**config.mk**
```make
export PLATFORM = sky130hd
export DESIGN_NAME = eif_top
export DESIGN_NICKNAME = d
export VERILOG_FILES = /design/src/rtl/eif_pkg.sv /design/src/rtl/eif_top.sv
export SDC_FILE = /design/constraint.sdc
export NUM_CORES = 1
export LEC_CHECK = 0
export BUFFER_PORTS_ARGS = -buffer_cell sky130_fd_sc_hd__buf_2
export CAP_MARGIN = 30
export CORE_ASPECT_RATIO = 1.5
export CORE_MARGIN = 3
export CORE_UTILIZATION = 41
export CTS_BUF_LIST = sky130_fd_sc_hd__clkbuf_8
export CTS_CLUSTER_SIZE = 25
export DETAILED_ROUTE_END_ITERATION = 6
export MAX_ROUTING_LAYER = met4
export PLACE_DENSITY = 0.67
export SKIP_LAST_GASP = 1
export SLEW_MARGIN = 10
export SYNTH_ARGS = -nofsm -noshare
export SYNTH_HDL_FRONTEND = slang
export SYNTH_SLANG_ARGS = --single-unit
```
**constraint.sdc**
```tcl
create_clock -name clk -period 6 [get_ports clk]
set_input_delay 0.3 -clock clk [delete_from_list [all_inputs] [get_ports clk]]
set_output_delay 0.3 -clock clk [all_outputs]
set_load 0.03 [all_outputs]
```
**src/rtl/eif_pkg.sv**
```systemverilog
/*
 * eif_pkg: constants and types for the two-channel external interrupt
 * edge detector with noise filter.
 * Assumes an APB slave with 32-bit data and 16-bit byte addresses.
 */
package eif_pkg;

    // register indices; the byte address is four times the index
    localparam logic [11:0] IDX_CH2_CTRL = 12'hFD9;
    localparam logic [11:0] IDX_CH3_CTRL = 12'hFDA;
    localparam logic [11:0] IDX_GATE     = 12'hFE0;
    localparam logic [11:0] IDX_STATUS   = 12'hFE1;
    localparam logic [11:0] IDX_MASK     = 12'hFE2;

    localparam logic [15:0] ADDR_CH2_CTRL = {2'h0, IDX_CH2_CTRL, 2'h0};
    localparam logic [15:0] ADDR_CH3_CTRL = {2'h0, IDX_CH3_CTRL, 2'h0};
    localparam logic [15:0] ADDR_GATE     = {2'h0, IDX_GATE, 2'h0};
    localparam logic [15:0] ADDR_STATUS   = {2'h0, IDX_STATUS, 2'h0};
    localparam logic [15:0] ADDR_MASK     = {2'h0, IDX_MASK, 2'h0};

    // control register field positions
    localparam int RATE_LSB  = 0;
    localparam int EDGE_LSB  = 2;
    localparam int LEVEL_BIT = 4;

    // edge-select codes
    localparam logic [1:0] EDGE_RISE = 2'h0;
    localparam logic [1:0] EDGE_FALL = 2'h1;
    localparam logic [1:0] EDGE_BOTH = 2'h2;

    // fast-mode divider masks: divide by 1, 4, 8, 16
    localparam logic [3:0] DIV_MASK_1  = 4'h0;
    localparam logic [3:0] DIV_MASK_4  = 4'h3;
    localparam logic [3:0] DIV_MASK_8  = 4'h7;
    localparam logic [3:0] DIV_MASK_16 = 4'hF;

    // slow modes sample at the low-frequency clock divided by 4
    localparam logic [1:0] LF_DIV_LAST = 2'h3;

    // consecutive equal samples the filter needs before its output moves
    localparam int FILT_SAMPLES = 3;

    // reset values
    localparam logic [1:0] CTRL_RESET = 2'h0;
    localparam logic [1:0] MASK_RESET = 2'h0;

    typedef struct packed {
        logic [1:0] edge_sel;
        logic [1:0] rate;
    } eif_ctrl_type;

    localparam eif_ctrl_type CTRL_ZERO = '{edge_sel: CTRL_RESET, rate: CTRL_RESET};

endpackage

```
**src/rtl/eif_top.sv**
```systemverilog
/*
 * eif_top: two external interrupt channels, each with a noise filter whose
 * sampling rate software selects outside slow mode, an edge detector, a last-level flag,
 * per-channel power gate, sticky status, mask and one interrupt line.
 * Assumes pins and low_freq_tick are synchronous to clk and that the
 * gear clock is clk itself.
 */
`timescale 1ns/1ps
`default_nettype none

module eif_top
    import eif_pkg::*;
#(
    parameter int NCH = 2
) (
    input  wire logic             clk,           // 20 MHz gear clock
    input  wire logic             rst,           // synchronous, active high
    input  wire logic             psel,          // apb select
    input  wire logic             penable,       // apb access phase
    input  wire logic             pwrite,        // apb direction
    input  wire logic [15:0]      paddr,         // apb byte address
    input  wire logic [31:0]      pwdata,        // apb write data
    output logic      [31:0]      prdata,        // apb read data
    output logic                  pready,        // apb ready
    output logic                  pslverr,       // unmapped address
    input  wire logic [NCH-1:0]   ext_pin,       // channel pins, index 0 is ch2
    input  wire logic             slow_mode,     // 1 in slow run or sleep modes
    input  wire logic             low_freq_tick, // one pulse per low clock period
    output logic      [NCH-1:0]   irq_req,       // request pulses to the latch
    output logic                  irq            // level, unmasked status set
);

    logic [31:0]        rdata_q, rdata_d;
    logic               err_q, err_d;
    logic [NCH-1:0]     gate_q, gate_d;
    logic [NCH-1:0]     status_q, status_d;
    logic [NCH-1:0]     mask_q, mask_d;
    eif_ctrl_type       ctrl_q [NCH];
    logic [NCH-1:0]     lvl_q;
    logic [NCH-1:0]     filt_q;
    logic               setup, acc_wr, acc_rd;
    logic [NCH-1:0]     ctrl_wr;

    assign setup  = psel & ~penable;
    assign acc_wr = psel & penable & pwrite;
    assign acc_rd = psel & penable & ~pwrite;
    assign ctrl_wr[0] = acc_wr & (paddr == ADDR_CH2_CTRL);
    assign ctrl_wr[1] = acc_wr & (paddr == ADDR_CH3_CTRL);

    // apb: read data captured in setup, every access completes in one cycle
    assign pready  = 1'b1;
    assign prdata  = rdata_q;
    assign pslverr = psel & penable & err_q;

    // bus decode, read capture and software-owned registers
    always_comb begin
        rdata_d  = rdata_q;
        err_d    = err_q;
        gate_d   = gate_q;
        mask_d   = mask_q;
        status_d = status_q;
        if (setup) begin
            err_d   = 1'b0;
            rdata_d = 32'h0;
            unique case (paddr)
                ADDR_CH2_CTRL: rdata_d[7:0] = {3'h0, lvl_q[0], ctrl_q[0]};
                ADDR_CH3_CTRL: rdata_d[7:0] = {3'h0, lvl_q[1], ctrl_q[1]};
                ADDR_GATE:     rdata_d[NCH-1:0] = gate_q;
                ADDR_STATUS:   rdata_d[NCH-1:0] = status_q;
                ADDR_MASK:     rdata_d[NCH-1:0] = mask_q;
                default:       err_d = 1'b1;
            endcase
        end
        if (acc_wr && paddr == ADDR_GATE) begin
            gate_d = pwdata[NCH-1:0];
        end
        if (acc_wr && paddr == ADDR_MASK) begin
            mask_d = pwdata[NCH-1:0];
        end
        // read clears only the bits that were returned; a new set still wins
        if (acc_rd && paddr == ADDR_STATUS) begin
            status_d = status_d & ~rdata_q[NCH-1:0];
        end
        status_d = status_d | irq_req;
    end

    always_ff @(posedge clk) begin
        if (rst) begin
            rdata_q  <= 32'h0;
            err_q    <= 1'b0;
            gate_q   <= '0;
            mask_q   <= MASK_RESET;
            status_q <= '0;
        end else begin
            rdata_q  <= rdata_d;
            err_q    <= err_d;
            gate_q   <= gate_d;
            mask_q   <= mask_d;
            status_q <= status_d;
        end
    end

    assign irq = |(status_q & mask_q);

    // one filter, edge detector and control register per channel
    for (genvar c = 0; c < NCH; c++) begin : g_ch
        eif_ctrl_type              ctrl_d;
        logic [3:0]                div_q, div_d;
        logic [1:0]                lf_q, lf_d;
        logic [FILT_SAMPLES-1:0]   sh_q, sh_d;
        logic                      filt_d, lvl_d;
        logic [3:0]                dmask;
        logic                      tick, rise, fall;

        // sampling tick from the selected rate, or from the low clock divided by 4 in slow mode
        always_comb begin
            unique case (ctrl_q[c].rate)
                2'h0: dmask = DIV_MASK_1;
                2'h1: dmask = DIV_MASK_4;
                2'h2: dmask = DIV_MASK_8;
                2'h3: dmask = DIV_MASK_16;
            endcase
            if (slow_mode) begin
                tick = low_freq_tick & (lf_q == LF_DIV_LAST);
            end else begin
                tick = (div_q & dmask) == 4'h0;
            end
        end

        // filter output moves only after equal consecutive samples
        always_comb begin
            div_d  = div_q + 4'h1;
            lf_d   = low_freq_tick ? lf_q + 2'h1 : lf_q;
            sh_d   = tick ? {sh_q[FILT_SAMPLES-2:0], ext_pin[c]} : sh_q;
            filt_d = filt_q[c];
            if (&sh_d) begin
                filt_d = 1'b1;
            end else if (~|sh_d) begin
                filt_d = 1'b0;
            end
        end

        // edge select on the filtered level; reserved code raises nothing
        assign rise = filt_d & ~filt_q[c];
        assign fall = ~filt_d & filt_q[c];
        always_comb begin
            unique case (ctrl_q[c].edge_sel)
                EDGE_RISE: irq_req[c] = gate_q[c] & rise;
                EDGE_FALL: irq_req[c] = gate_q[c] & fall;
                EDGE_BOTH: irq_req[c] = gate_q[c] & (rise | fall);
                default:   irq_req[c] = 1'b0;
            endcase
        end

        // control fields take only bits 3:0; level follows each request
        always_comb begin
            ctrl_d = ctrl_q[c];
            lvl_d  = lvl_q[c];
            if (ctrl_wr[c]) begin
                ctrl_d = pwdata[EDGE_LSB+1:RATE_LSB];
            end
            if (irq_req[c]) begin
                lvl_d = filt_d;
            end
        end

        always_ff @(posedge clk) begin
            if (rst || !gate_q[c]) begin
                ctrl_q[c] <= CTRL_ZERO;
                lvl_q[c]  <= 1'b0;
                filt_q[c] <= 1'b0;
                div_q     <= 4'h0;
                lf_q      <= 2'h0;
                sh_q      <= '0;
            end else begin
                ctrl_q[c] <= ctrl_d;
                lvl_q[c]  <= lvl_d;
                filt_q[c] <= filt_d;
                div_q     <= div_d;
                lf_q      <= lf_d;
                sh_q      <= sh_d;
            end
        end

        level_follow_a: assert property (@(posedge clk) disable iff (rst)
            irq_req[c] |=> lvl_q[c] == filt_q[c])
            else $error("level flag not updated on request");
        rise_only_a: assert property (@(posedge clk) disable iff (rst)
            irq_req[c] && ctrl_q[c].edge_sel == EDGE_RISE |=> filt_q[c] && !$past(filt_q[c]))
            else $error("rising select raised request without rising edge");
        reserved_edge_a: assert property (@(posedge clk) disable iff (rst)
            ctrl_q[c].edge_sel == 2'h3 |-> !irq_req[c])
            else $error("reserved edge code raised request");
        // a rate or mode change excuses a cycle; the divider keeps its phase across it
        rate_div8_a: assert property (@(posedge clk) disable iff (rst || !gate_q[c])
            !slow_mode && ctrl_q[c].rate == 2'h2 && tick |=>
            (!tick || slow_mode || ctrl_q[c].rate != 2'h2)[*7]
            ##1 (tick || slow_mode || ctrl_q[c].rate != 2'h2))
            else $error("divide-by-8 sampling spacing wrong");
        gate_clear_a: assert property (@(posedge clk) disable iff (rst)
            !gate_q[c] |=> ctrl_q[c] == CTRL_ZERO && !lvl_q[c] && !irq_req[c])
            else $error("gated channel kept state");
        level_ro_a: assert property (@(posedge clk) disable iff (rst)
            ctrl_wr[c] && !irq_req[c] && gate_q[c] |=> lvl_q[c] == $past(lvl_q[c]))
            else $error("write changed level flag");
        level_reset_a: assert property (@(posedge clk)
            rst |=> !lvl_q[c] && ctrl_q[c] == CTRL_ZERO)
            else $error("level flag not zero after reset");
        req_status_a: assert property (@(posedge clk) disable iff (rst)
            irq_req[c] |=> status_q[c])
            else $error("request did not set status");
        rise_req_c: cover property (@(posedge clk)
            irq_req[c] && ctrl_q[c].edge_sel == EDGE_RISE);
        fall_req_c: cover property (@(posedge clk)
            irq_req[c] && ctrl_q[c].edge_sel == EDGE_FALL);
        slow_req_c: cover property (@(posedge clk) irq_req[c] && slow_mode);
    end

    reserved_read_a: assert property (@(posedge clk) disable iff (rst)
        setup && (paddr == ADDR_CH2_CTRL || paddr == ADDR_CH3_CTRL) |=> rdata_q[31:5] == 27'h0)
        else $error("reserved control bits read nonzero");
    irq_cover_c: cover property (@(posedge clk) irq);

endmodule

`default_nettype wire
```
======== Word level (Yosys, flattened, before mapping) ========
Memories as Yosys holds them, arrays and structs flattened.
Index checks and enable logic that the tools add are counted.
storage, ports and cells
  register bits ........................... 37
  bits in latches ......................... 0
  RAM bits ................................ 8
  ROM bits ................................ 0
  input port bits ......................... 57
  output and inout port bits .............. 37
  logic and storage cells ................. 117
  memories kept ........................... 1
operators by class
  $add $sub $neg .......................... 4
  $mul .................................... 0
  divide/modulo/power cells ............... 0
  $lt $le $gt $ge ......................... 0
  equality and inequality tests ........... 17
  shifts and indexed selects .............. 0
  multiplexer cells ....................... 26
  bitwise gates (word level) .............. 35
  reductions and logical operators ........ 19
memories
  name    words  width  rd ports  clocked after Yosys merged registers in  wr ports  line           text
  ctrl_q  2      4      2         0                                        2         eif_top.sv:38  eif_ctrl_type ctrl_q [NCH];
operator list
  operator              count
  $eq 16x14->1 const B  5
  $pmux 4 s4            2
  $and 1x1->1           19
  $eq 2x2->1 const B    8
  $mux 4                4
  $mux 1                13
  $pmux 2 s5            1
  $add 4x1->4 const B   2
  $and 4x4->4           2
  $eq 2x1->1 const B    4
  $logic_not 2->1       4
  $logic_not 4->1       2
  $mux 3                2
  $not 1->1             6
  $pmux 1 s3            2
  $pmux 3 s2            1
  $reduce_and 3->1      2
  $reduce_or 3->1       2
  $reduce_or 5->1       1
  $add 2x1->2 const B   2
  $and 2x2->2           2
  $or 1x1->1            4
  $logic_and 1x1->1     3
  $logic_not 1->1       2
  5 further kinds       6

======== Longest topological paths before layout ========
An unclocked memory read counts as a cell.
  depth in word-level cells ............... 16
  depth in mapped cells ................... 12
  depth with buffers taken out ............ 12

======== Worst setup path before layout ========
No wires, ideal clock.
  kind .................................... flip-flop to output port
  start ................................... register g_ch[1].div_q[2]
  end ..................................... output port irq_req[1]
  arrival ................................. 2728 ps
  data required time ...................... 5700 ps
  slack ................................... 2972 ps
  cell stages (with the launch flop) ...... 11
  path buffers ............................ 0
  cells stage by stage .................... dfxtp_1 or3_1 a221o_1 a21bo_1 a31o_1 or2_2 ha_1 inv_1 a221o_1 nand4b_1 inv_1
between the ends
  longest elaborated chain between the ends .. 12
ends and longest elaborated chain
  element                 line            text
  from (decl)             eif_top.sv:108  logic [3:0] div_q, div_d;
  from (signal assigned)  eif_top.sv:179  div_q <= div_d;
  $and 4x4->4 (*)         eif_top.sv:126  tick = (div_q & dmask) == 4'h0;
  $logic_not 4->1 (*)     eif_top.sv:126
  $mux 1 (*)              eif_top.sv:123  if (slow_mode) begin
  $mux 3 (*)              eif_top.sv:134  sh_d = tick ? {sh_q[FILT_SAMPLES-2:0], ext_pin[c]} : sh_q;
  $reduce_or 3->1         eif_top.sv:138  end else if (~|sh_d) begin
  $mux 1                  eif_top.sv:138
  $mux 1 (*)              eif_top.sv:136  if (&sh_d) begin
  $not 1->1               eif_top.sv:145  assign fall = ~filt_d & filt_q[c];
  $and 1x1->1             eif_top.sv:145
  $or 1x1->1              eif_top.sv:150  EDGE_BOTH: irq_req[c] = gate_q[c] & (rise | fall);
  $and 1x1->1             eif_top.sv:150
  $pmux 1 s3 (*)          eif_top.sv:147  unique case (ctrl_q[c].edge_sel)
  to (decl)               eif_top.sv:29   output logic [NCH-1:0] irq_req,
Mark *: on every way between the ends. The rest lies on a longest branch, timed or not.

======== Final worst setup path ========
  start ................................... register g_ch[0].div_q[0]
  end ..................................... output port irq_req[0]
between the ends
  longest elaborated chain between the ends .. 12
ends and longest elaborated chain
  element                 line
  from (decl)             eif_top.sv:108
  from (signal assigned)  eif_top.sv:179
  $and 4x4->4 (*)         eif_top.sv:126
  $logic_not 4->1 (*)     eif_top.sv:126
  $mux 1 (*)              eif_top.sv:123
  $mux 3 (*)              eif_top.sv:134
  $reduce_or 3->1         eif_top.sv:138
  $mux 1                  eif_top.sv:138
  $mux 1 (*)              eif_top.sv:136
  $not 1->1               eif_top.sv:145
  $and 1x1->1             eif_top.sv:145
  $or 1x1->1              eif_top.sv:150
  $and 1x1->1             eif_top.sv:150
  $pmux 1 s3 (*)          eif_top.sv:147
Marks and branches as above.

==> results by group <==
Final layout
  – Number of fill cells in the layout: 562
  – Layout cells sized above 1: 16.6%
  – Diode count: 0
  – Layout area overhead: 8.88%
  – Fin nets: 383

Yosys
  – Fraction of registers with async set or reset after synthesis: 0%
  – Cell taking the most area after synthesis: dfxtp_1
  – Cell area after synthesis: 2400 µm²
  – Area fraction of the dominant cell type after synthesis: 35.1%
  – Seq cells post-synth: 42
  – Synth unique cells: 51
  – Ys Warns: 0
  – Mapped Cells: 278
  – Post-synth top cells: dfxtp_1, nor2_1, buf_4
  – Sequential share of the synthesized area: 35.1%
  – Synth top area cells: dfxtp_1, buf_4, ha_1, mux2i_1, nor2_1
  – Most used DFF post-synth: dfxtp_1
  – Most common cell in the netlist: dfxtp_1
  – Post-synth EDFFs: 0
  – Syn Area/Cell: 8.62 µm²

Power and ir drop
  – NetSw: 0.141 mW
  – Power per cell area: 198 nW/µm²
  – Cell-internal power: 0.376 mW
  – Worst VDD drop: 0.000111 V
  – Share of power burned in registers: 54.5%
  – Sw Ratio: 27.3%
  – Clock network fraction of total power: 34.1%
  – Logic gate share of total power: 11.4%
  – Tot Pwr: 0.517 mW
  – P_leak: 1.08 nW

Flow run
  – Max cap viols: 0

Clock tree
  – Post-CTS Setup Repair Bufs: 0
  – Clk root buf: clkbuf_8
  – Clk buf depth: 2
  – Depth of the CTS H-tree: 2
  – Post-CTS Resized: 0
  – Hold_buf cts: 0
  – Clk_lat worst skew: 290 ps
  – Num CTS Buffers: 5
  – Sink Count: 42
  – CTS tree: done
  – Clk pin slew, worst setup/hold paths: 80 ps

Timing
  – Final Cycle Share: 60.1%
  – Clk_skew: 7.35 ps
  – Fin. Hold Viols: 0
  – Final Critical Period: 3610 ps
  – Endpoints failing setup: 0
  – Slew Limit Headroom: 55.8%
  – Max Clk Rate: 277 MHz
  – RSZ-0062 raised after global routing: false
  – Setup TNS: 0 ps
  – Slew Viols, Final: 0
  – Tightest Pin Transition: 659 ps

Detailed routing
  – Initial DRC Count: 29
  – Via count: 1984
  – # DRC: 0
  – WL/cell: 12.6 µm
  – Vias per Instance: 5.17
  – Final wirelength: 4860 µm
  – DRT antenna net count: 0
  – TritonRoute pass-1 iters: 6

Setup path
  – Buf/Inv on CP: 1
  – Critical path's slowest cell: or3b_2
  – Arrival @ worst endpoint: 3310 ps
  – CP max FO: 5
  – Crit Path Class: reg -> out
  – Cells along the critical path: or3_1 > a221oi_1 > o21ai_0 > a31oi_1 > nor2_1 > ha_1 > nor3b_1 > a21oi_1 > or3b_2 > nand2_1 > buf_2
  – Worst R2R Setup Slack: 2810 ps
  – WP data required: 5700 ps
  – Crit. End Element: output pin
  – Crit-path leading delay family: simple AND/OR/NAND/NOR gates
  – Worst r2r src: g_ch[0].div_q[0]
  – Reg2reg end: lvl_q[0]
  – Setup crit start kind: flip-flop
  – CP peak stage delay: 490 ps
  – R2R depth: 10

Place
  – GPL Wtd Cong: 0.828
  – Post-DP HPWL: 3800 µm
  – Number of port buffers: 37

Floorplan
  – FP Rows: 33
  – Die area: 6820 µm²
  – Initial core utilization: 43.0%
  – Ports: 94
  – Die height: 99.6 µm
  – CORE AREA: 5570 µm²
  – Die X: 68.4 µm

Min path
  – Hold Path Stages: 3
  – HP Class: in -> reg
  – Hold_sp: pwdata[3]
  – WHS Endpoint: ctrl_q[0][3]

GRT
  – Vias in the first global route: 1755
  – Overflow after GRT: 0
  – Largest net degree at the start of global routing: 17
  – Initial antenna violation count: 0
  – GRT Resource Usage Total: 15.3%
  – First-pass GRT wire length: 7880 µm

Outcome
  – Status: complete, no violations
==> power by group through the flow <==
stage	Combinational, mW	Clock [mW]	Sequential, mW
2_1_floorplan	0.0530	0	0.292
3_3_place_gp	0.0585	0	0.288
3_5_place_dp	0.0588	0	0.289
4_1_cts	0.0591	0.182	0.282
5_1_grt	0.0652	0.195	0.282
6_report	0.0591	0.176	0.282
==> per-stage QoR <==
| stage | setup WS, ps | std cells | instance area [µm²] | hold slack (ps) | utilization, % |
|---|---|---|---|---|---|
| final | 2390 | 384 | 2610 | 267 | 46.8 |
| after global routing | 2140 | 384 | 2610 | 273 | 46.8 |
| after CTS | 2360 | 384 | 2610 | 260 | 46.8 |
| after detailed placement | 2710 | 376 | 2520 | 453 | 45.3 |
| after global placement | 2750 | 376 | 2520 | 442 | 45.3 |
| after floorplan | 2970 | 304 | 2490 | 432 | - |
==> cell families (layout without fill, tap and decap cells) <==
family                   Yosys count  count (layout)  share of synthesized area [%]
AND/OR/NAND/NOR                  104             104                           22.4
AO/OA/AOI/OAI                     45              45                           14.0
other                              2              28                          0.313
multiplexers                      16              16                           6.68
XOR/XNOR                           6               6                           2.19
adder cells (fa/ha/maj)           13              13                           6.79
buffers and inverters             50              60                           12.5
flip-flops                        42              42                           35.1
==> worst min-delay path, stage by stage <==
cell	delay [ps]
buf_2	90
mux2i_1	60
nor2_1	70
==> cells in the final DEF (no fill, tap or decap), drive strengths merged, types with 3 or more instances in the layout <==
cell and n:
ha 13, a31o 3, nand4b 4, clkbuf 5, a211o 3, a21oi 13, nand2b 3, or3 6
dfxtp 42, a221oi 4, inv 16, a221o 3, a31oi 4, nand3 11, nor3 10, and3 3
nand2 14, conb 28, nor2 37, buf 37, mux2i 16, xnor2 4
==> routing by layer <==
metal | global-route usage, % | wire length [µm] | vias to the layer above
li1 | - | - | 997
met1 | 16.5 | 1890 | 914
met2 | 26.9 | 2570 | 65
met3 | 3.28 | 324 | 8
met4 | 5.05 | 71 | 0
met5 | - | 0 | -
==> final cells by class <==
class	count	area, µm²	share of cell area [%]
Tap cell	70	87.6	3.36
Multi-Input combinational cell	212	1350	51.8
Sequential cell	42	841	32.2
Timing Repair Buffer	37	185	7.10
Inverter	15	56.3	2.16
Clock inverter	3	17.5	0.671
Clock buffer	5	68.8	2.64
==> state kept, by name (all words and copies together), names as in the netlist, 4 cells and up <==
name and flops:
g_ch.div_q 8, g_ch.sh_q 6, ctrl_q 8, prdata 5, g_ch.lf_q 4
==> worst max path at each step <==
stage / startpoint / end / cells past startpoint
floorplan: g_ch[1].div_q[2] / irq_req[1] / 10
global placement: g_ch[0].div_q[0] / irq_req[0] / 12
detailed placement: g_ch[0].div_q[0] / irq_req[0] / 11
CTS: g_ch[0].div_q[0] / irq_req[0] / 11
global route: g_ch[0].div_q[0] / irq_req[0] / 11
finish: g_ch[0].div_q[0] / irq_req[0] / 11
(Power assumes the default switching activity.)
